## src/user_port_defines.svh

```systemverilog
// Offsets, field positions, reset values and address map of the user ports.
// Assumes the ports sit in the low page of external data space.
`ifndef USER_PORT_DEFINES_SVH
`define USER_PORT_DEFINES_SVH

// ==========================================
// Register offsets
`define UP_DATA_OFS      16'h0003
`define UP_DIR_OFS       16'h0004
`define UP_CHIP_SELECT_ENABLE_BITS_OFS      16'h0005
`define UP_WAKE_OFS      16'h0006

// ==========================================
// Reset values
`define UP_DATA_RST      8'h00
`define UP_DIR_RST       8'hff
`define UP_CHIP_SELECT_ENABLE_BITS_RST      8'hff
`define UP_WAKE_RST      8'h60

// ==========================================
// Wakeup control fields
`define WK_EN_BIT        7
`define WK_LVL0_BIT      6
`define WK_LVL1_BIT      5
`define WK_POL0_BIT      4
`define WK_POL1_BIT      3
`define WK_EDGE0_BIT     2
`define WK_EDGE1_BIT     1
`define WK_AND_BIT       0

// ==========================================
// Address map and levels
`define UP_INTERNAL_TOP  16'h00ff
`define UP_SEL_BASE_BIT  8
`define WK_IDLE_LEVEL    1'b1
`define UP_UNMAPPED_RD   8'h00

`endif

```

## src/user_port_pkg.sv

```systemverilog
// Types shared by the user port and its bench.
// Assumes nothing beyond a SystemVerilog compiler.
`default_nettype none

package user_port_pkg;

    typedef logic [7:0]  byte_t;
    typedef logic [15:0] xaddr_t;

    typedef enum {
        sel_none,
        sel_data,
        sel_dir,
        sel_chip_select_enable_bits,
        sel_wake
    } reg_sel_e;

endpackage : user_port_pkg

`default_nettype wire

```

## src/wake_pin_if.sv

```systemverilog
// Carrier between the user port and one wakeup pin detector.
// Assumes both ends run on mclk.
`timescale 1ns/1ps
`default_nettype none

interface wake_pin_if;
    logic level;
    logic polarity;
    logic edge_en;
    logic edge_hit;
    logic adj_level;

    modport port
    (
        output level,
        output polarity,
        output edge_en,
        input  edge_hit,
        input  adj_level
    );

    modport detect
    (
        input  level,
        input  polarity,
        input  edge_en,
        output edge_hit,
        output adj_level
    );
endinterface : wake_pin_if

`default_nettype wire

```

## src/wake_pin_detect.sv

```systemverilog
// Polarity adjust and edge detect for one wakeup pin.
// Assumes a synchronised, enable-gated level on the interface.
`timescale 1ns/1ps
`default_nettype none

module wake_pin_detect
(
    // Clock, reset and enable
    input  wire logic    mclk,
    input  wire logic    rst_n,
    input  wire logic    ce,
    // Pin condition
    wake_pin_if.detect   wp
);

    logic prev_q;
    logic prev_d;

    // ==========================================
    // Adjusted level and edge
    always_comb
    begin
        wp.adj_level = wp.level ^ wp.polarity;
        wp.edge_hit  = wp.edge_en & wp.adj_level & ~prev_q;
        prev_d       = ce ? wp.adj_level : prev_q;
    end

    always_ff @(posedge mclk or negedge rst_n)
    begin
        if (!rst_n)
            prev_q <= 1'b1;
        else
            prev_q <= prev_d;
    end

endmodule : wake_pin_detect

`default_nettype wire

```

## src/user_port.sv

```systemverilog
// Chip-select capable eight-pin port and two-pin wakeup port.
// Assumes the core external bus on mclk with one-cycle strobes.
//
// Function
// - Pin drives data bit only if direction and select enable are zero.
// - Data register read returns live pin levels, not the latch.
// - With select enable zero, direction 0 is output, 1 is input.
// - After reset every pin acts as a chip select output.
// - Select enable one forces output carrying the chip select.
// - Selects low while access runs, all high once it completes.
// - Select n covers the doubling range starting at 0100h shifted.
// - Lowest 256 bytes are internal; no select asserted there.
// - Input enable zero holds inputs at a known level.
// - Enabled, bit 6 shows first pin, bit 5 second pin.
// - First polarity picks rising and true or falling and inverse.
// - Second polarity picks rising and true or falling and inverse.
// - Edge enable bit 2 wakes on first pin chosen edge.
// - Edge enable bit 1 wakes on second pin chosen edge.
// - Bit 0 wakes while both adjusted levels are one.
// - Any enabled wakeup condition leaves power-down.
// - After reset select pins read high until reconfigured.
`timescale 1ns/1ps
`default_nettype none

`include "user_port_defines.svh"

module user_port
(
    // Clock, enable and reset
    input  wire logic                   mclk,
    input  wire logic                   ce,
    input  wire logic                   rst_n,
    // External data bus
    input  wire user_port_pkg::xaddr_t  ext_addr,
    input  wire logic                   ext_data_cycle,
    input  wire logic                   ext_wr,
    input  wire logic                   ext_rd,
    input  wire user_port_pkg::byte_t   ext_wdata,
    output user_port_pkg::byte_t        ext_rdata,
    // Eight-pin port
    input  wire user_port_pkg::byte_t   port_in,
    output user_port_pkg::byte_t        port_out,
    output user_port_pkg::byte_t        port_oe_n,
    // Wakeup pins
    input  wire logic [1:0]             wake_in,
    output logic                        wake_req
);

    // ==========================================
    // Input synchronisers
    user_port_pkg::byte_t pin_s1_q;
    user_port_pkg::byte_t pin_s2_q;
    logic [1:0]           wk_s1_q;
    logic [1:0]           wk_s2_q;
    user_port_pkg::byte_t pin_s1_d;
    user_port_pkg::byte_t pin_s2_d;
    logic [1:0]           wk_s1_d;
    logic [1:0]           wk_s2_d;

    always_comb
    begin
        pin_s1_d = ce ? port_in  : pin_s1_q;
        pin_s2_d = ce ? pin_s1_q : pin_s2_q;
        wk_s1_d  = ce ? wake_in  : wk_s1_q;
        wk_s2_d  = ce ? wk_s1_q  : wk_s2_q;
    end

    always_ff @(posedge mclk or negedge rst_n)
    begin
        if (!rst_n)
        begin
            pin_s1_q <= 8'hff;
            pin_s2_q <= 8'hff;
            wk_s1_q  <= 2'h3;
            wk_s2_q  <= 2'h3;
        end
        else
        begin
            pin_s1_q <= pin_s1_d;
            pin_s2_q <= pin_s2_d;
            wk_s1_q  <= wk_s1_d;
            wk_s2_q  <= wk_s2_d;
        end
    end

    // ==========================================
    // Register decode
    user_port_pkg::reg_sel_e sel;

    always_comb
    begin
        case (ext_addr)
            `UP_DATA_OFS: sel = user_port_pkg::sel_data;
            `UP_DIR_OFS:  sel = user_port_pkg::sel_dir;
            `UP_CHIP_SELECT_ENABLE_BITS_OFS: sel = user_port_pkg::sel_chip_select_enable_bits;
            `UP_WAKE_OFS: sel = user_port_pkg::sel_wake;
            default:      sel = user_port_pkg::sel_none;
        endcase
    end

    // ==========================================
    // Control registers
    user_port_pkg::byte_t data_q;
    user_port_pkg::byte_t dir_q;
    user_port_pkg::byte_t chip_select_enable_bits_q;
    logic                 wk_en_q;
    logic [1:0]           wk_pol_q;
    logic [1:0]           wk_edge_q;
    logic                 wk_and_q;
    user_port_pkg::byte_t data_d;
    user_port_pkg::byte_t dir_d;
    user_port_pkg::byte_t chip_select_enable_bits_d;
    logic                 wk_en_d;
    logic [1:0]           wk_pol_d;
    logic [1:0]           wk_edge_d;
    logic                 wk_and_d;
    logic                 wr_go;

    always_comb
    begin
        wr_go     = ce & ext_wr;
        data_d    = data_q;
        dir_d     = dir_q;
        chip_select_enable_bits_d    = chip_select_enable_bits_q;
        wk_en_d   = wk_en_q;
        wk_pol_d  = wk_pol_q;
        wk_edge_d = wk_edge_q;
        wk_and_d  = wk_and_q;
        if (wr_go)
        begin
            case (sel)
                user_port_pkg::sel_data: data_d = ext_wdata;
                user_port_pkg::sel_dir:  dir_d  = ext_wdata;
                user_port_pkg::sel_chip_select_enable_bits: chip_select_enable_bits_d = ext_wdata;
                user_port_pkg::sel_wake:
                begin
                    wk_en_d   = ext_wdata[`WK_EN_BIT];
                    wk_pol_d  = {ext_wdata[`WK_POL1_BIT],
                                 ext_wdata[`WK_POL0_BIT]};
                    wk_edge_d = {ext_wdata[`WK_EDGE1_BIT],
                                 ext_wdata[`WK_EDGE0_BIT]};
                    wk_and_d  = ext_wdata[`WK_AND_BIT];
                end
                default:
                begin
                    data_d = data_q;
                end
            endcase
        end
    end

    always_ff @(posedge mclk or negedge rst_n)
    begin
        if (!rst_n)
        begin
            data_q    <= `UP_DATA_RST;
            dir_q     <= `UP_DIR_RST;
            chip_select_enable_bits_q    <= `UP_CHIP_SELECT_ENABLE_BITS_RST;
            wk_en_q   <= 1'(`UP_WAKE_RST >> `WK_EN_BIT);
            wk_pol_q  <= 2'h0;
            wk_edge_q <= 2'h0;
            wk_and_q  <= 1'b0;
        end
        else
        begin
            data_q    <= data_d;
            dir_q     <= dir_d;
            chip_select_enable_bits_q    <= chip_select_enable_bits_d;
            wk_en_q   <= wk_en_d;
            wk_pol_q  <= wk_pol_d;
            wk_edge_q <= wk_edge_d;
            wk_and_q  <= wk_and_d;
        end
    end

    // ==========================================
    // Chip select decode
    user_port_pkg::byte_t hit;
    user_port_pkg::byte_t cs_n_q;
    user_port_pkg::byte_t cs_n_d;
    logic                 internal;

    always_comb
    begin
        hit      = 8'h00;
        internal = (ext_addr <= `UP_INTERNAL_TOP);
        for (int i = 0; i < 8; i++)
        begin
            if (ext_addr[`UP_SEL_BASE_BIT + i])
                hit = 8'h01 << i;
        end
        if (!ext_data_cycle || internal)
            hit = 8'h00;
        cs_n_d = ce ? ~hit : cs_n_q;
    end

    always_ff @(posedge mclk or negedge rst_n)
    begin
        if (!rst_n)
            cs_n_q <= 8'hff;
        else
            cs_n_q <= cs_n_d;
    end

    // ==========================================
    // Pin drivers
    user_port_pkg::byte_t out_q;
    user_port_pkg::byte_t oe_n_q;
    user_port_pkg::byte_t out_d;
    user_port_pkg::byte_t oe_n_d;

    always_comb
    begin
        out_d  = out_q;
        oe_n_d = oe_n_q;
        if (ce)
        begin
            out_d  = (chip_select_enable_bits_q & cs_n_d) | (~chip_select_enable_bits_q & data_q);
            oe_n_d = ~chip_select_enable_bits_q & dir_q;
        end
    end

    always_ff @(posedge mclk or negedge rst_n)
    begin
        if (!rst_n)
        begin
            out_q  <= 8'hff;
            oe_n_q <= 8'h00;
        end
        else
        begin
            out_q  <= out_d;
            oe_n_q <= oe_n_d;
        end
    end

    assign port_out  = out_q;
    assign port_oe_n = oe_n_q;

    // ==========================================
    // Wakeup detection
    wake_pin_if wp0 ();
    wake_pin_if wp1 ();
    logic [1:0] wk_lvl;
    logic       wake_d;
    logic       wake_q;

    assign wk_lvl = wk_en_q ? wk_s2_q : {2{`WK_IDLE_LEVEL}};
    assign wp0.level    = wk_lvl[0];
    assign wp0.polarity = wk_pol_q[0];
    assign wp0.edge_en  = wk_edge_q[0];
    assign wp1.level    = wk_lvl[1];
    assign wp1.polarity = wk_pol_q[1];
    assign wp1.edge_en  = wk_edge_q[1];

    wake_pin_detect u_det0
    (
        .mclk  (mclk),
        .rst_n (rst_n),
        .ce    (ce),
        .wp    (wp0.detect)
    );

    wake_pin_detect u_det1
    (
        .mclk  (mclk),
        .rst_n (rst_n),
        .ce    (ce),
        .wp    (wp1.detect)
    );

    always_comb
    begin
        wake_d = wake_q;
        if (ce)
            wake_d = wk_en_q &
                     (wp0.edge_hit |
                      wp1.edge_hit |
                      (wk_and_q & wp0.adj_level
                                & wp1.adj_level));
    end

    always_ff @(posedge mclk or negedge rst_n)
    begin
        if (!rst_n)
            wake_q <= 1'b0;
        else
            wake_q <= wake_d;
    end

    assign wake_req = wake_q;

    // ==========================================
    // Read data
    user_port_pkg::byte_t rdata_q;
    user_port_pkg::byte_t rdata_d;
    user_port_pkg::byte_t wake_view;

    always_comb
    begin
        wake_view = {wk_en_q, wk_lvl[0], wk_lvl[1],
                     wk_pol_q[0], wk_pol_q[1],
                     wk_edge_q[0], wk_edge_q[1], wk_and_q};
        rdata_d   = rdata_q;
        if (ce && ext_rd)
        begin
            case (sel)
                user_port_pkg::sel_data: rdata_d = pin_s2_q;
                user_port_pkg::sel_dir:  rdata_d = dir_q;
                user_port_pkg::sel_chip_select_enable_bits: rdata_d = chip_select_enable_bits_q;
                user_port_pkg::sel_wake: rdata_d = wake_view;
                default:                 rdata_d = `UP_UNMAPPED_RD;
            endcase
        end
    end

    always_ff @(posedge mclk or negedge rst_n)
    begin
        if (!rst_n)
            rdata_q <= 8'h00;
        else
            rdata_q <= rdata_d;
    end

    assign ext_rdata = rdata_q;

    // ==========================================
    // Checks
    property p_gpio_drive;
        @(posedge mclk) disable iff (!rst_n)
        ce |=> ((port_out & ~$past(chip_select_enable_bits_q) & ~$past(dir_q))
                == ($past(data_q) & ~$past(chip_select_enable_bits_q) & ~$past(dir_q)));
    endproperty
    a_gpio_drive: assert property (p_gpio_drive)
        else $error("port pin does not carry its data bit");

    property p_pin_read;
        @(posedge mclk) disable iff (!rst_n)
        (ce && ext_rd && ext_addr == `UP_DATA_OFS)
        |=> ext_rdata == $past(pin_s2_q);
    endproperty
    a_pin_read: assert property (p_pin_read)
        else $error("data read does not show pin levels");

    property p_dir_input;
        @(posedge mclk) disable iff (!rst_n)
        ce |=> ((port_oe_n ^ $past(dir_q)) & ~$past(chip_select_enable_bits_q)) == 8'h00;
    endproperty
    a_dir_input: assert property (p_dir_input)
        else $error("direction bit not applied to pin");

    property p_cs_forced;
        @(posedge mclk) disable iff (!rst_n)
        ce |=> (port_oe_n & $past(chip_select_enable_bits_q)) == 8'h00;
    endproperty
    a_cs_forced: assert property (p_cs_forced)
        else $error("chip select pin not driven");

    property p_cs_idle;
        @(posedge mclk) disable iff (!rst_n)
        (ce && !ext_data_cycle) ##1 (ce && !ext_data_cycle)
        |=> cs_n_q == 8'hff;
    endproperty
    a_cs_idle: assert property (p_cs_idle)
        else $error("chip select low outside an access");

    property p_cs_top;
        @(posedge mclk) disable iff (!rst_n)
        (ce && ext_data_cycle && ext_addr[15])
        |=> cs_n_q == 8'h7f;
    endproperty
    a_cs_top: assert property (p_cs_top)
        else $error("top range does not select line seven");

    property p_cs_internal;
        @(posedge mclk) disable iff (!rst_n)
        (ce && ext_addr[15:8] == 8'h00) |=> &cs_n_q;
    endproperty
    a_cs_internal: assert property (p_cs_internal)
        else $error("select asserted in internal page");

    property p_wake_off;
        @(posedge mclk) disable iff (!rst_n)
        (!wk_en_q && ce) |=> !wake_req;
    endproperty
    a_wake_off: assert property (p_wake_off)
        else $error("wakeup while inputs disabled");

    property p_wake_level;
        @(posedge mclk) disable iff (!rst_n)
        (ce && wk_en_q && wk_and_q && wp0.adj_level && wp1.adj_level)
        |=> wake_req;
    endproperty
    a_wake_level: assert property (p_wake_level)
        else $error("combined level did not wake");

    property p_wake_edge;
        @(posedge mclk) disable iff (!rst_n)
        (ce && wk_en_q && wk_edge_q[0] && !wk_pol_q[0]
            && $rose(wk_lvl[0]) && $past(ce))
        |=> wake_req;
    endproperty
    a_wake_edge: assert property (p_wake_edge)
        else $error("rising edge did not wake");

endmodule : user_port

`default_nettype wire

```

## config.mk

```make
export PLATFORM = sky130hd
export DESIGN_NAME = user_port
export DESIGN_NICKNAME = d
export VERILOG_FILES = /design/src/user_port_pkg.sv /design/src/wake_pin_if.sv /design/src/wake_pin_detect.sv /design/src/user_port.sv
export VERILOG_INCLUDE_DIRS = /design/src
export SDC_FILE = /design/constraint.sdc
export NUM_CORES = 1
export LEC_CHECK = 0
export BUFFER_PORTS_ARGS = -buffer_cell sky130_fd_sc_hd__buf_2
export CORE_MARGIN = 2
export CORE_UTILIZATION = 30
export CTS_CLUSTER_SIZE = 8
export DETAILED_ROUTE_END_ITERATION = 10
export HOLD_SLACK_MARGIN = 0.15
export SLEW_MARGIN = 15
export SYNTH_ARGS = -nofsm -noshare
export SYNTH_HDL_FRONTEND = slang
export SYNTH_SLANG_ARGS = --single-unit
export TNS_END_PERCENT = 30
```

## constraint.sdc

```tcl
create_clock -name mclk -period 1.25 [get_ports mclk]
set_input_delay 0.25 -clock mclk [delete_from_list [all_inputs] [get_ports mclk]]
set_output_delay 0.25 -clock mclk [all_outputs]
set_load 0.1 [all_outputs]
```

==> results.toml, run 1 <==
[drt]
vias = 2647
highest_layer = "met4"
avgRoutedWirePerCell_um = 16.8
drcViolationCount = 0
detail-route-antenna-nets = 0
route.met3.wl_um = 315
wl_met2_mm = 4.54
drt-met1-wl_mm = 4.00
avgViaCountPerCell = 4.91
drt_iter0_drc = 160
drt_wl_total_mm = 9.04
first_pass_iters = 4

[logic_synthesis]
synth_compound_area_share_pct = 9.80
async_flop_share_pct = 100
synth_xor_area_share_pct = 0.717
yosys.area_share.adder_pct = 0
ys_seq_elements = 78
synth_edf_count = 0
syn-cell-area_sq_mm = 0.00367
synthMuxAreaShare_pct = 20.2
syn-instance-count = 286
synth_nets = 326
synth.distinct_cells = 45
yosys_warnings = 0
syn_area_per_cell_sq_um = 12.8
synthSimpleGateAreaFrac_pct = 10.5
synth_top_family_by_area = "multiplexers"
ys.flop_type = "dfstp_2"
seq_area_frac_synth_pct = 54.8

[timing]
fin_crit_ns = 1.82
timing.hold.ws_ns = 0.151
fmax_mhz = 550
fin_ws_ns = -0.569
slew_headroom_pct = 75.6
slew_violations = 0
fin_crit_sh_pct = 146
tns_ns = -20.37
hold_violations = 0
setup_viol = 46
worstMarginPinSlew_ns = 0.365
rsz0062_at_grt = "true"
skew_ns = 0.00824

[worst_setup_path]
critPathMaxFanout = 8
cp.required_ns = 1.46
critPathLaunchType = "primary input"
critPathArrivalTime_ns = 2.03
critPathCaptureType = "flip-flop"
worst-setup-path-type = "in2reg"

[power]
p_per_area_mw_per_mm2 = 1170
finalPower_mw = 6.12
vdd.ir_drop.worst_v = 0.000767
p_leak_nw = 2.21

[placement]
portBuffers = 64
hpwl_mm = 6.65
gp_congestion = 0.798

[clock_network]
cts.path.max_buffers = 2
cts_inserted_buffers = 9
cts.root.buffer_cell = "clkbuf_16"
tritoncts = "done"
clock_latency_ns = 0.34
cts_max_level = 3
clkTransAtPathRegs_ns = 0.06
cts.sinks = 78

[global_routing]
grt-ovfl-total = 0
grt_max_degree = 29
grt_usage_pct = 14.2
grt_pass1_vias = 2775
antenna_found_initial = 0
grt_pass1_wl_mm = 14.4

[floorplanning]
io_pins = 65
initial_core_util_pct = 30.6
die_area_sq_mm = 0.0131
coreArea_sq_mm = 0.0120
die_x_um = 115
die_height_um = 115
rows = 40

[run_status]
violations = "negative setup slack"
status = "finished, violations left"

[layout]
final_layout_size_suffix_gt1_share_pct = 60.2
multi_input_area_sq_mm = 0.00159
fill_cells = 1077
syn2layout_area_growth_pct = 43.0
regArea_sq_mm = 0.00201
post-route-util_pct = 43.8
antenna_cells = 0
nets = 427

[job]
drv_cap = 0

[hold_path]
worstHoldPathType = "in2reg"
per-stage QoR:
step                cells  cell area [sq um]  worst slack [ns]
floorplan             286               3670            -0.733
global placement      515               4740            -0.902
detailed placement    515               4740            -0.958
CTS                   539               5200            -0.504
global route          539               5240            -0.584
finish                539               5240            -0.569
timing repair:
| item | CTS | global route |
|---|---|---|
| gates resized for setup | 19 | 15 |
| endpoints found under the setup margin | 47 | 48 |
| pin swaps | 7 | 2 |
| hold endpoints to repair | 39 | 0 |
| buffers inserted | 4 | 0 |
| hold buffers | 4 | 0 |
final timing paths:
path / start / to / slack, ns / cells past startpoint
worst max-delay path: ext_addr[12] / data_q[6] / -0.57 / 6
worst min-delay path: port_in[3] / pin_s1_q[3] / 0.15 / 2
worst max register to register: wk_en_q / wake_req / 0.01 / 5
worst min register to register: u_det1.prev_q / u_det1.prev_q / 0.49 / 2
max in group asynchronous: rst_n / port_out[0] / 0.33 / 3
min in group asynchronous: rst_n / data_q[3] / 0.37 / 2
worst max-delay path: stages:
cell and delay, ns:
buf_6 0.09, or4_4 0.56, nor4_4 0.29, buf_4 0.19, and4_4 0.34, mux2_4 0.32
area by class of cell:
class | count | share of cell area, %
Clock buffer | 10 | 4.56
Clock inverter | 6 | 1.79
Inverter | 12 | 0.859
Multi-Input combinational cell | 179 | 30.4
Sequential cell | 78 | 38.4
Tap cell | 147 | 3.51
Timing Repair Buffer | 107 | 20.5
per-layer routing:
layer | up-vias | global-route usage (%)
met1 | 1339 | 18.1
met2 | 49 | 23.5
li1 | 1246 | -
met4 | 0 | 6.02
met5 | - | 0
met3 | 13 | 2.59
power breakdown:
group / internal (mW) / leakage (nW) / switching [mW]
Combinational: 0.252 / 1.13 / 0.240
Sequential: 2.68 / 0.921 / 0.0526
Clock: 1.82 / 0.159 / 1.07
Total: 4.75 / 2.21 / 1.37
synthesized netlist by cell type (all sizes together), types with 3 or more instances:
cell	n	area share, %
mux2i	8	2.2
dfstp	47	34
a32oi	9	2.2
and4	4	1.1
nor3	3	0.41
o2bb2ai	8	1.9
nor2b	5	0.85
mux2	56	18
buf	11	2.0
nand2	11	1.1
nand3b	9	1.8
clkbuf	6	0.61
and3b	3	0.72
o21ai	21	2.9
a31oi	3	0.51
nor2	10	1.0
a21oi	4	0.55
dfrtp	31	21
inv	12	1.2
cell families (layout without fill, tap and decap cells):
family	count (synthesis)	in the layout
AOI/OAI and AO/OA	53	53
and+or+nand+nor	59	59
DFF	78	78
muxes	64	64
xor gates and xnor gates	3	3
buffers and inverters	29	135
state kept, by name, summed over array words and instances (netlist names):
name and cells:
chip_select_enable_bits_q 8, data_q 8, dir_q 8, ext_rdata 8
pin_s1_q 8, pin_s2_q 8, port_oe_n 8, port_out 8
wk_edge_q 2, wk_pol_q 2, wk_s1_q 2, wk_s2_q 2
cs_n_q 1, u_det0.prev_q 1, u_det1.prev_q 1, wake_req 1
wk_and_q 1, wk_en_q 1
cell usage in the layout, fill, tap and decap left out, drive strengths merged, types with 5 or more instances in the layout:
| cell type | instances |
|---|---|
| mux2i | 8 |
| o2bb2ai | 8 |
| a32oi | 9 |
| inv | 13 |
| o21ai | 21 |
| mux2 | 56 |
| nand2 | 11 |
| buf | 103 |
| nand3b | 9 |
| dfrtp | 31 |
| nor2 | 10 |
| clkbuf | 10 |
| dfstp | 47 |
| nor2b | 5 |
(Power assumes the default switching activity.)
==> inputs of run 2 (changes only) <==
--- a/config.mk
+++ b/config.mk
@@ -15,5 +15,6 @@
 export SLEW_MARGIN = 15
 export SYNTH_ARGS = -nofsm -noshare
 export SYNTH_HDL_FRONTEND = slang
+export SYNTH_HIERARCHICAL = 1
 export SYNTH_SLANG_ARGS = --single-unit
 export TNS_END_PERCENT = 30
==> run 2 against run 1 <==
Power decreased by 5.9%. Maximum frequency increased by 3.0%. Highest routed layer unchanged. Critical endpoint is now dir_q[6]. Non-clock buffer count increased by 7. Register-to-register slack lost 0.13 ns. Clock skew is 0.0034 ns lower. Sequential share of layout area shrank 1.0 points. Clock power fell by 9.7%. The run still ends with negative setup slack left. Global-route usage grew 1.1 points. Wire length grew 2.9%. Largest cell class unchanged.
==> results.toml, run 2 <==
[drt]
drt-met1-wl_mm = 4.18
detail-route-antenna-nets = 0
drt_iter0_drc = 80
avgViaCountPerCell = 4.93
route.met3.wl_um = 355
wl_met2_mm = 4.64
highest_layer = "met4"
drt_wl_total_mm = 9.30
avgRoutedWirePerCell_um = 17.3
first_pass_iters = 4
drcViolationCount = 0
vias = 2648

[logic_synthesis]
syn_area_per_cell_sq_um = 12.8
synth.area.top_cells = "dfstp_2, dfrtp_1, mux2_2"
seq_area_frac_synth_pct = 56.1
synth.distinct_cells = 42
yosysTopAreaCell = "dfstp_2"
synth.most_common_cell = "mux2_2"
synth_edf_count = 0
syn-cell-area_sq_mm = 0.00353
ys.flop_type = "dfstp_2"
yosys_warnings = 6
syn-instance-count = 276
synth_nets = 316
async_flop_share_pct = 100
yosysTopAreaCellShare_pct = 34.2
synth.top_cells.by_count = "mux2_2, dfstp_2, dfrtp_1, o21ai_0, inv_1"
ys_seq_elements = 77

[floorplanning]
die_x_um = 113
initial_core_util_pct = 30.8
coreArea_sq_mm = 0.0115
die_height_um = 113
die_area_sq_mm = 0.0127
rows = 39
io_pins = 65

[global_routing]
grt-ovfl-total = 0
antenna_found_initial = 0
grt_pass1_wl_mm = 15.1
grt_max_degree = 34
grt_usage_pct = 15.2
grt_pass1_vias = 2908

[layout]
post-route-util_pct = 46.3
final_layout_size_suffix_gt1_share_pct = 65.2
regArea_sq_mm = 0.00199
syn2layout_area_growth_pct = 50.3
antenna_cells = 0
nets = 429
multi_input_area_sq_mm = 0.00165
final_cell_mix = "dfstp_2, mux2_2, buf_4"
fill_cells = 1008
stdcell_count = 537
mostFrequentLayoutCell = "dfstp_2"

[worst_setup_path]
slowest_delay_ns = 0.53
critPathCaptureType = "flip-flop"
crit_chain = "buf_6, or4_4, or3_4, nor4_4, buf_4, mux2_4"
cp.required_ns = 1.51
reg2reg_from = "wk_s2_q[0]"
rrSetupSlack_ns = -0.12
rr_worst_depth = 5
worst-setup-path-type = "in2reg"
crit_buf_inv = 2
r2r-end = "wake_req"
critPathLaunchType = "primary input"
critPathArrivalTime_ns = 2.02
critical_path.top_delay_family = "simple AND/OR/NAND/NOR gates"
cpMaxStageDelayCell = "or4_4"
critPathMaxFanout = 3

[timing]
fin_ws_ns = -0.517
worstMarginPinSlew_ns = 0.332
fmax_mhz = 566
skew_ns = 0.00483
slew_violations = 0
hold_violations = 0
fin_crit_sh_pct = 141
tns_ns = -17.83
setup_viol = 48
fin_crit_ns = 1.77
rsz0062_at_grt = "true"
slew_headroom_pct = 77.9

[clock_network]
tritoncts = "done"
clock_latency_ns = 0.33
clkTransAtPathRegs_ns = 0.06
cts_inserted_buffers = 9
cts_max_level = 3
cts.root.buffer_cell = "clkbuf_16"
cts.path.max_buffers = 2
cts.sinks = 77

[placement]
preCtsSetupSlack_ns = -0.943
place_inst = 510
portBuffers = 64
hpwl_mm = 6.72
gp_congestion = 0.813

[hold_path]
whs_path_depth = 2
min_to = "pin_s1_q[3]"
worstHoldPathType = "in2reg"
hold_start = "port_in[3]"

[run_status]
status = "finished, violations left"
violations = "negative setup slack"

[power]
p_leak_nw = 2.25
p_per_area_mw_per_mm2 = 1080
finalPower_mw = 5.75
vdd.ir_drop.worst_v = 0.000690

[job]
drv_cap = 0
## run 2: cell types whose count changed after synthesis, sizes merged, moves of 3 or more
cell / delta
buf: -7
and4: -4
nor2b: -4
inv: +3
nor3: -3
o21ai: -3
## run 2: kinds of logic after synthesis
logic type | count (synthesis) | synth area share [%]
compound gates | 48 | 9.20
xor+xnor | 3 | 0.743
buf+inv | 27 | 2.94
flops | 77 | 56.1
mux | 62 | 19.5
simple gates | 59 | 11.4
## run 2: per-stage QoR
step | area, sq um | hold WS, ns
finish | 5310 | 0.156
global route | 5310 | 0.152
CTS | 5200 | 0.151
detailed placement | 4700 | 0.169
global placement | 4700 | 0.166
floorplan | 3560 | -0.0456
## run 2: cell type report
type	instances	share of cell area (%)
well taps	143	3.37
clock buffers	10	4.50
repair buffers	114	21.5
clock inverters	6	1.18
inverters	15	1.06
multi-input cells	172	31.0
flip-flops and latches	77	37.4
## run 2: power by group
part | leakage (nW) | switching (mW) | internal, mW
logic | 1.19 | 0.222 | 0.235
clock network | 0.152 | 1.01 | 1.60
registers | 0.910 | 0.0486 | 2.64
## run 2: routing by layer
layer | vias to the layer above | GRT usage (%)
li1 | 1240 | -
met1 | 1338 | 20.2
met2 | 60 | 24.7
met3 | 10 | 3.89
met4 | 0 | 4.63
met5 | - | 0
## run 2: worst max path at each step
stage | depth (start not counted) | slack (ns) | from | endpoint
after CTS | 7 | -0.50 | ext_addr[4] | data_q[5]
after global placement | 6 | -0.89 | ext_addr[15] | wk_pol_q[1]
after detailed placement | 6 | -0.94 | ext_addr[8] | data_q[1]
after floorplan | 4 | -0.79 | ext_addr[15] | dir_q[0]
after global routing | 7 | -0.55 | ext_addr[4] | data_q[0]
final | 6 | -0.52 | ext_addr[4] | dir_q[6]
## run 2: repair_timing
action                                  CTS  global route
pin swaps                                 6             4
buffers inserted                          5             1
hold buffers                              5             0
endpoints found under the hold margin    44             0
resized for setup                        30            18
endpoints found under the setup margin   49            51
==> inputs of run 3 (changes only) <==
--- a/config.mk
+++ b/config.mk
@@ -9,6 +9,7 @@
 export BUFFER_PORTS_ARGS = -buffer_cell sky130_fd_sc_hd__buf_2
 export CORE_MARGIN = 2
 export CORE_UTILIZATION = 30
+export CTS_CLUSTER_DIAMETER = 30
 export CTS_CLUSTER_SIZE = 8
 export DETAILED_ROUTE_END_ITERATION = 10
 export HOLD_SLACK_MARGIN = 0.15
==> constraint.sdc (replaced) <==
create_clock -name mclk -period 1.79 [get_ports mclk]
set_input_delay 0.358 -clock mclk [delete_from_list [all_inputs] [get_ports mclk]]
set_output_delay 0.358 -clock mclk [all_outputs]
set_load 0.1 [all_outputs]
==> run 3 against run 2 <==
The run still ends with negative setup slack left. Die area did not move. Count of clock-buffer cells in the layout rose by 2. Clock power fell by 25%. Register-to-register slack improved by 0.44 ns. First-iteration DRC count rose by 83%.
==> results.toml, run 3 (same netlist as run 2, synthesis figures left out) <==
[drt]
vias = 2523
drt_iter0_drc = 146
first_pass_iters = 4
drt_wl_total_mm = 8.55
detail-route-antenna-nets = 0
drcViolationCount = 0
avgViaCountPerCell = 4.92
avgRoutedWirePerCell_um = 16.7

[global_routing]
antenna_found_initial = 0
use_met3_pct = 3.35
grt_pass1_vias = 2703
met2_usage_pct = 21.6
grt_pass1_wl_mm = 14.3
grtUsageMet1_pct = 20.2
grt_usage_pct = 14.5
grt-ovfl-total = 0
grt_busiest_layer = "met2"
grt_max_degree = 78

[timing]
worstMarginPinSlew_ns = 0.495
fin_crit_sh_pct = 105
fmax_mhz = 534
timing.hold.ws_ns = 0.260
hold_violations = 0
slew_violations = 0
slew_headroom_pct = 67.2
setup_viol = 21
skew_ns = 0.00374
fin_ws_ns = -0.0826
tns_ns = -1.17
fin_crit_ns = 1.87
rsz0062_at_grt = "true"

[hold_path]
worstHoldPathType = "in2reg"

[power]
p_sw_mw = 0.848
p_comb_share_pct = 6.4
pwr-share-seq_pct = 45.7
p_sw_share_pct = 20.6
p_clk_share_pct = 47.9
p_leak_nw = 2.04
internal_power_mw = 3.26
vdd.ir_drop.worst_v = 0.000570
p_per_area_mw_per_mm2 = 889

[layout]
post-route-util_pct = 40.3
final_cell_mix = "buf_2, dfstp_2, mux2_2"
final_layout_size_suffix_gt1_share_pct = 59.5
syn2layout_area_growth_pct = 30.9
mostFrequentLayoutCell = "buf_2"
antenna_cells = 0
nets = 405
fill_cells = 1119

[floorplanning]
die_x_um = 113
coreArea_sq_mm = 0.0115
die_height_um = 113
die_area_sq_mm = 0.0127
initial_core_util_pct = 30.8
rows = 39
io_pins = 65

[placement]
gp_congestion = 0.756
portBuffers = 64
hpwl_mm = 6.28

[run_status]
status = "finished, violations left"
violations = "negative setup slack"

[job]
drv_cap = 0

[clock_network]
cts.path.max_buffers = 2
cts_inserted_buffers = 9
cts_max_level = 3
cts.root.buffer_cell = "clkbuf_16"
tritoncts = "done"
clkTransAtPathRegs_ns = 0.06
clock_latency_ns = 0.33
cts.sinks = 77

[worst_setup_path]
worst-setup-path-type = "in2reg"
cp.required_ns = 2.00
critPathMaxFanout = 6
critPathArrivalTime_ns = 2.08
critPathLaunchType = "primary input"
critPathCaptureType = "flip-flop"
run 3: worst paths after layout:
| kind | from | endpoint | slack, ns | cells after the start |
|---|---|---|---|---|
| worst max-delay path | ext_addr[4] | wk_en_q | -0.08 | 6 |
| max in group asynchronous | rst_n | port_out[4] | 0.85 | 3 |
| worst max register to register | wk_s2_q[1] | wake_req | 0.32 | 5 |
| worst min-delay path | port_in[7] | pin_s1_q[7] | 0.26 | 2 |
| min in group asynchronous | rst_n | data_q[0] | 0.61 | 3 |
| worst min register to register | port_out[5] | port_out[5] | 0.47 | 2 |
run 3: routing by layer:
metal / share of wire, % / routed length (um) / vias up
li1: - / - / 1191
met1: 48 / 4080 / 1264
met2: 46 / 3930 / 54
met3: 4.4 / 374 / 14
met4: 1.9 / 166 / 0
met5: 0 / 0 / -
run 3: critical path, cell delays in order:
cell and delay, ns:
buf_6 0.09, or4_4 0.56, or3_4 0.44, nor4_4 0.16
buf_6 0.18, mux2_4 0.30
run 3: area by class of cell:
class                           count  area [sq um]  area share [%]
Clock inverter                      4          70.1            1.51
Sequential cell                    77          1980            42.9
Clock buffer                       12           256            5.55
Timing Repair Buffer               90           563            12.2
Multi-Input combinational cell    172          1520            32.8
Inverter                           15          56.3            1.22
Tap cell                          143           179            3.87
run 3: what timing repair did:
action | in CTS | in global routing
hold buffers | 1 | 0
gates resized for setup | 17 | 3
setup buffers | 1 | 0
pin swaps | 5 | 0
endpoints found under the hold margin | 31 | 0
setup endpoints to repair | 30 | 38
gates cloned | 0 | 0
run 3: through the flow:
| stage | worst slack [ns] | power [mW] | cell area (sq um) | instances |
|---|---|---|---|---|
| floorplan | -0.359 | 2.01 | 3550 | 276 |
| global placement | -0.475 | 2.16 | 4210 | 495 |
| detailed placement | -0.500 | 2.17 | 4210 | 495 |
| CTS | -0.0609 | 4.17 | 4620 | 513 |
| global route | -0.122 | 4.28 | 4630 | 513 |
| finish | -0.0826 | 4.11 | 4630 | 513 |
run 3: power groups by stage:
stage / Combinational [mW] / Sequential (mW) / Clock (mW)
finish: 0.264 / 1.88 / 1.97
floorplan: 0.120 / 1.89 / 0
global placement: 0.258 / 1.90 / 0
CTS: 0.269 / 1.88 / 2.02
global route: 0.292 / 1.88 / 2.10
detailed placement: 0.262 / 1.90 / 0
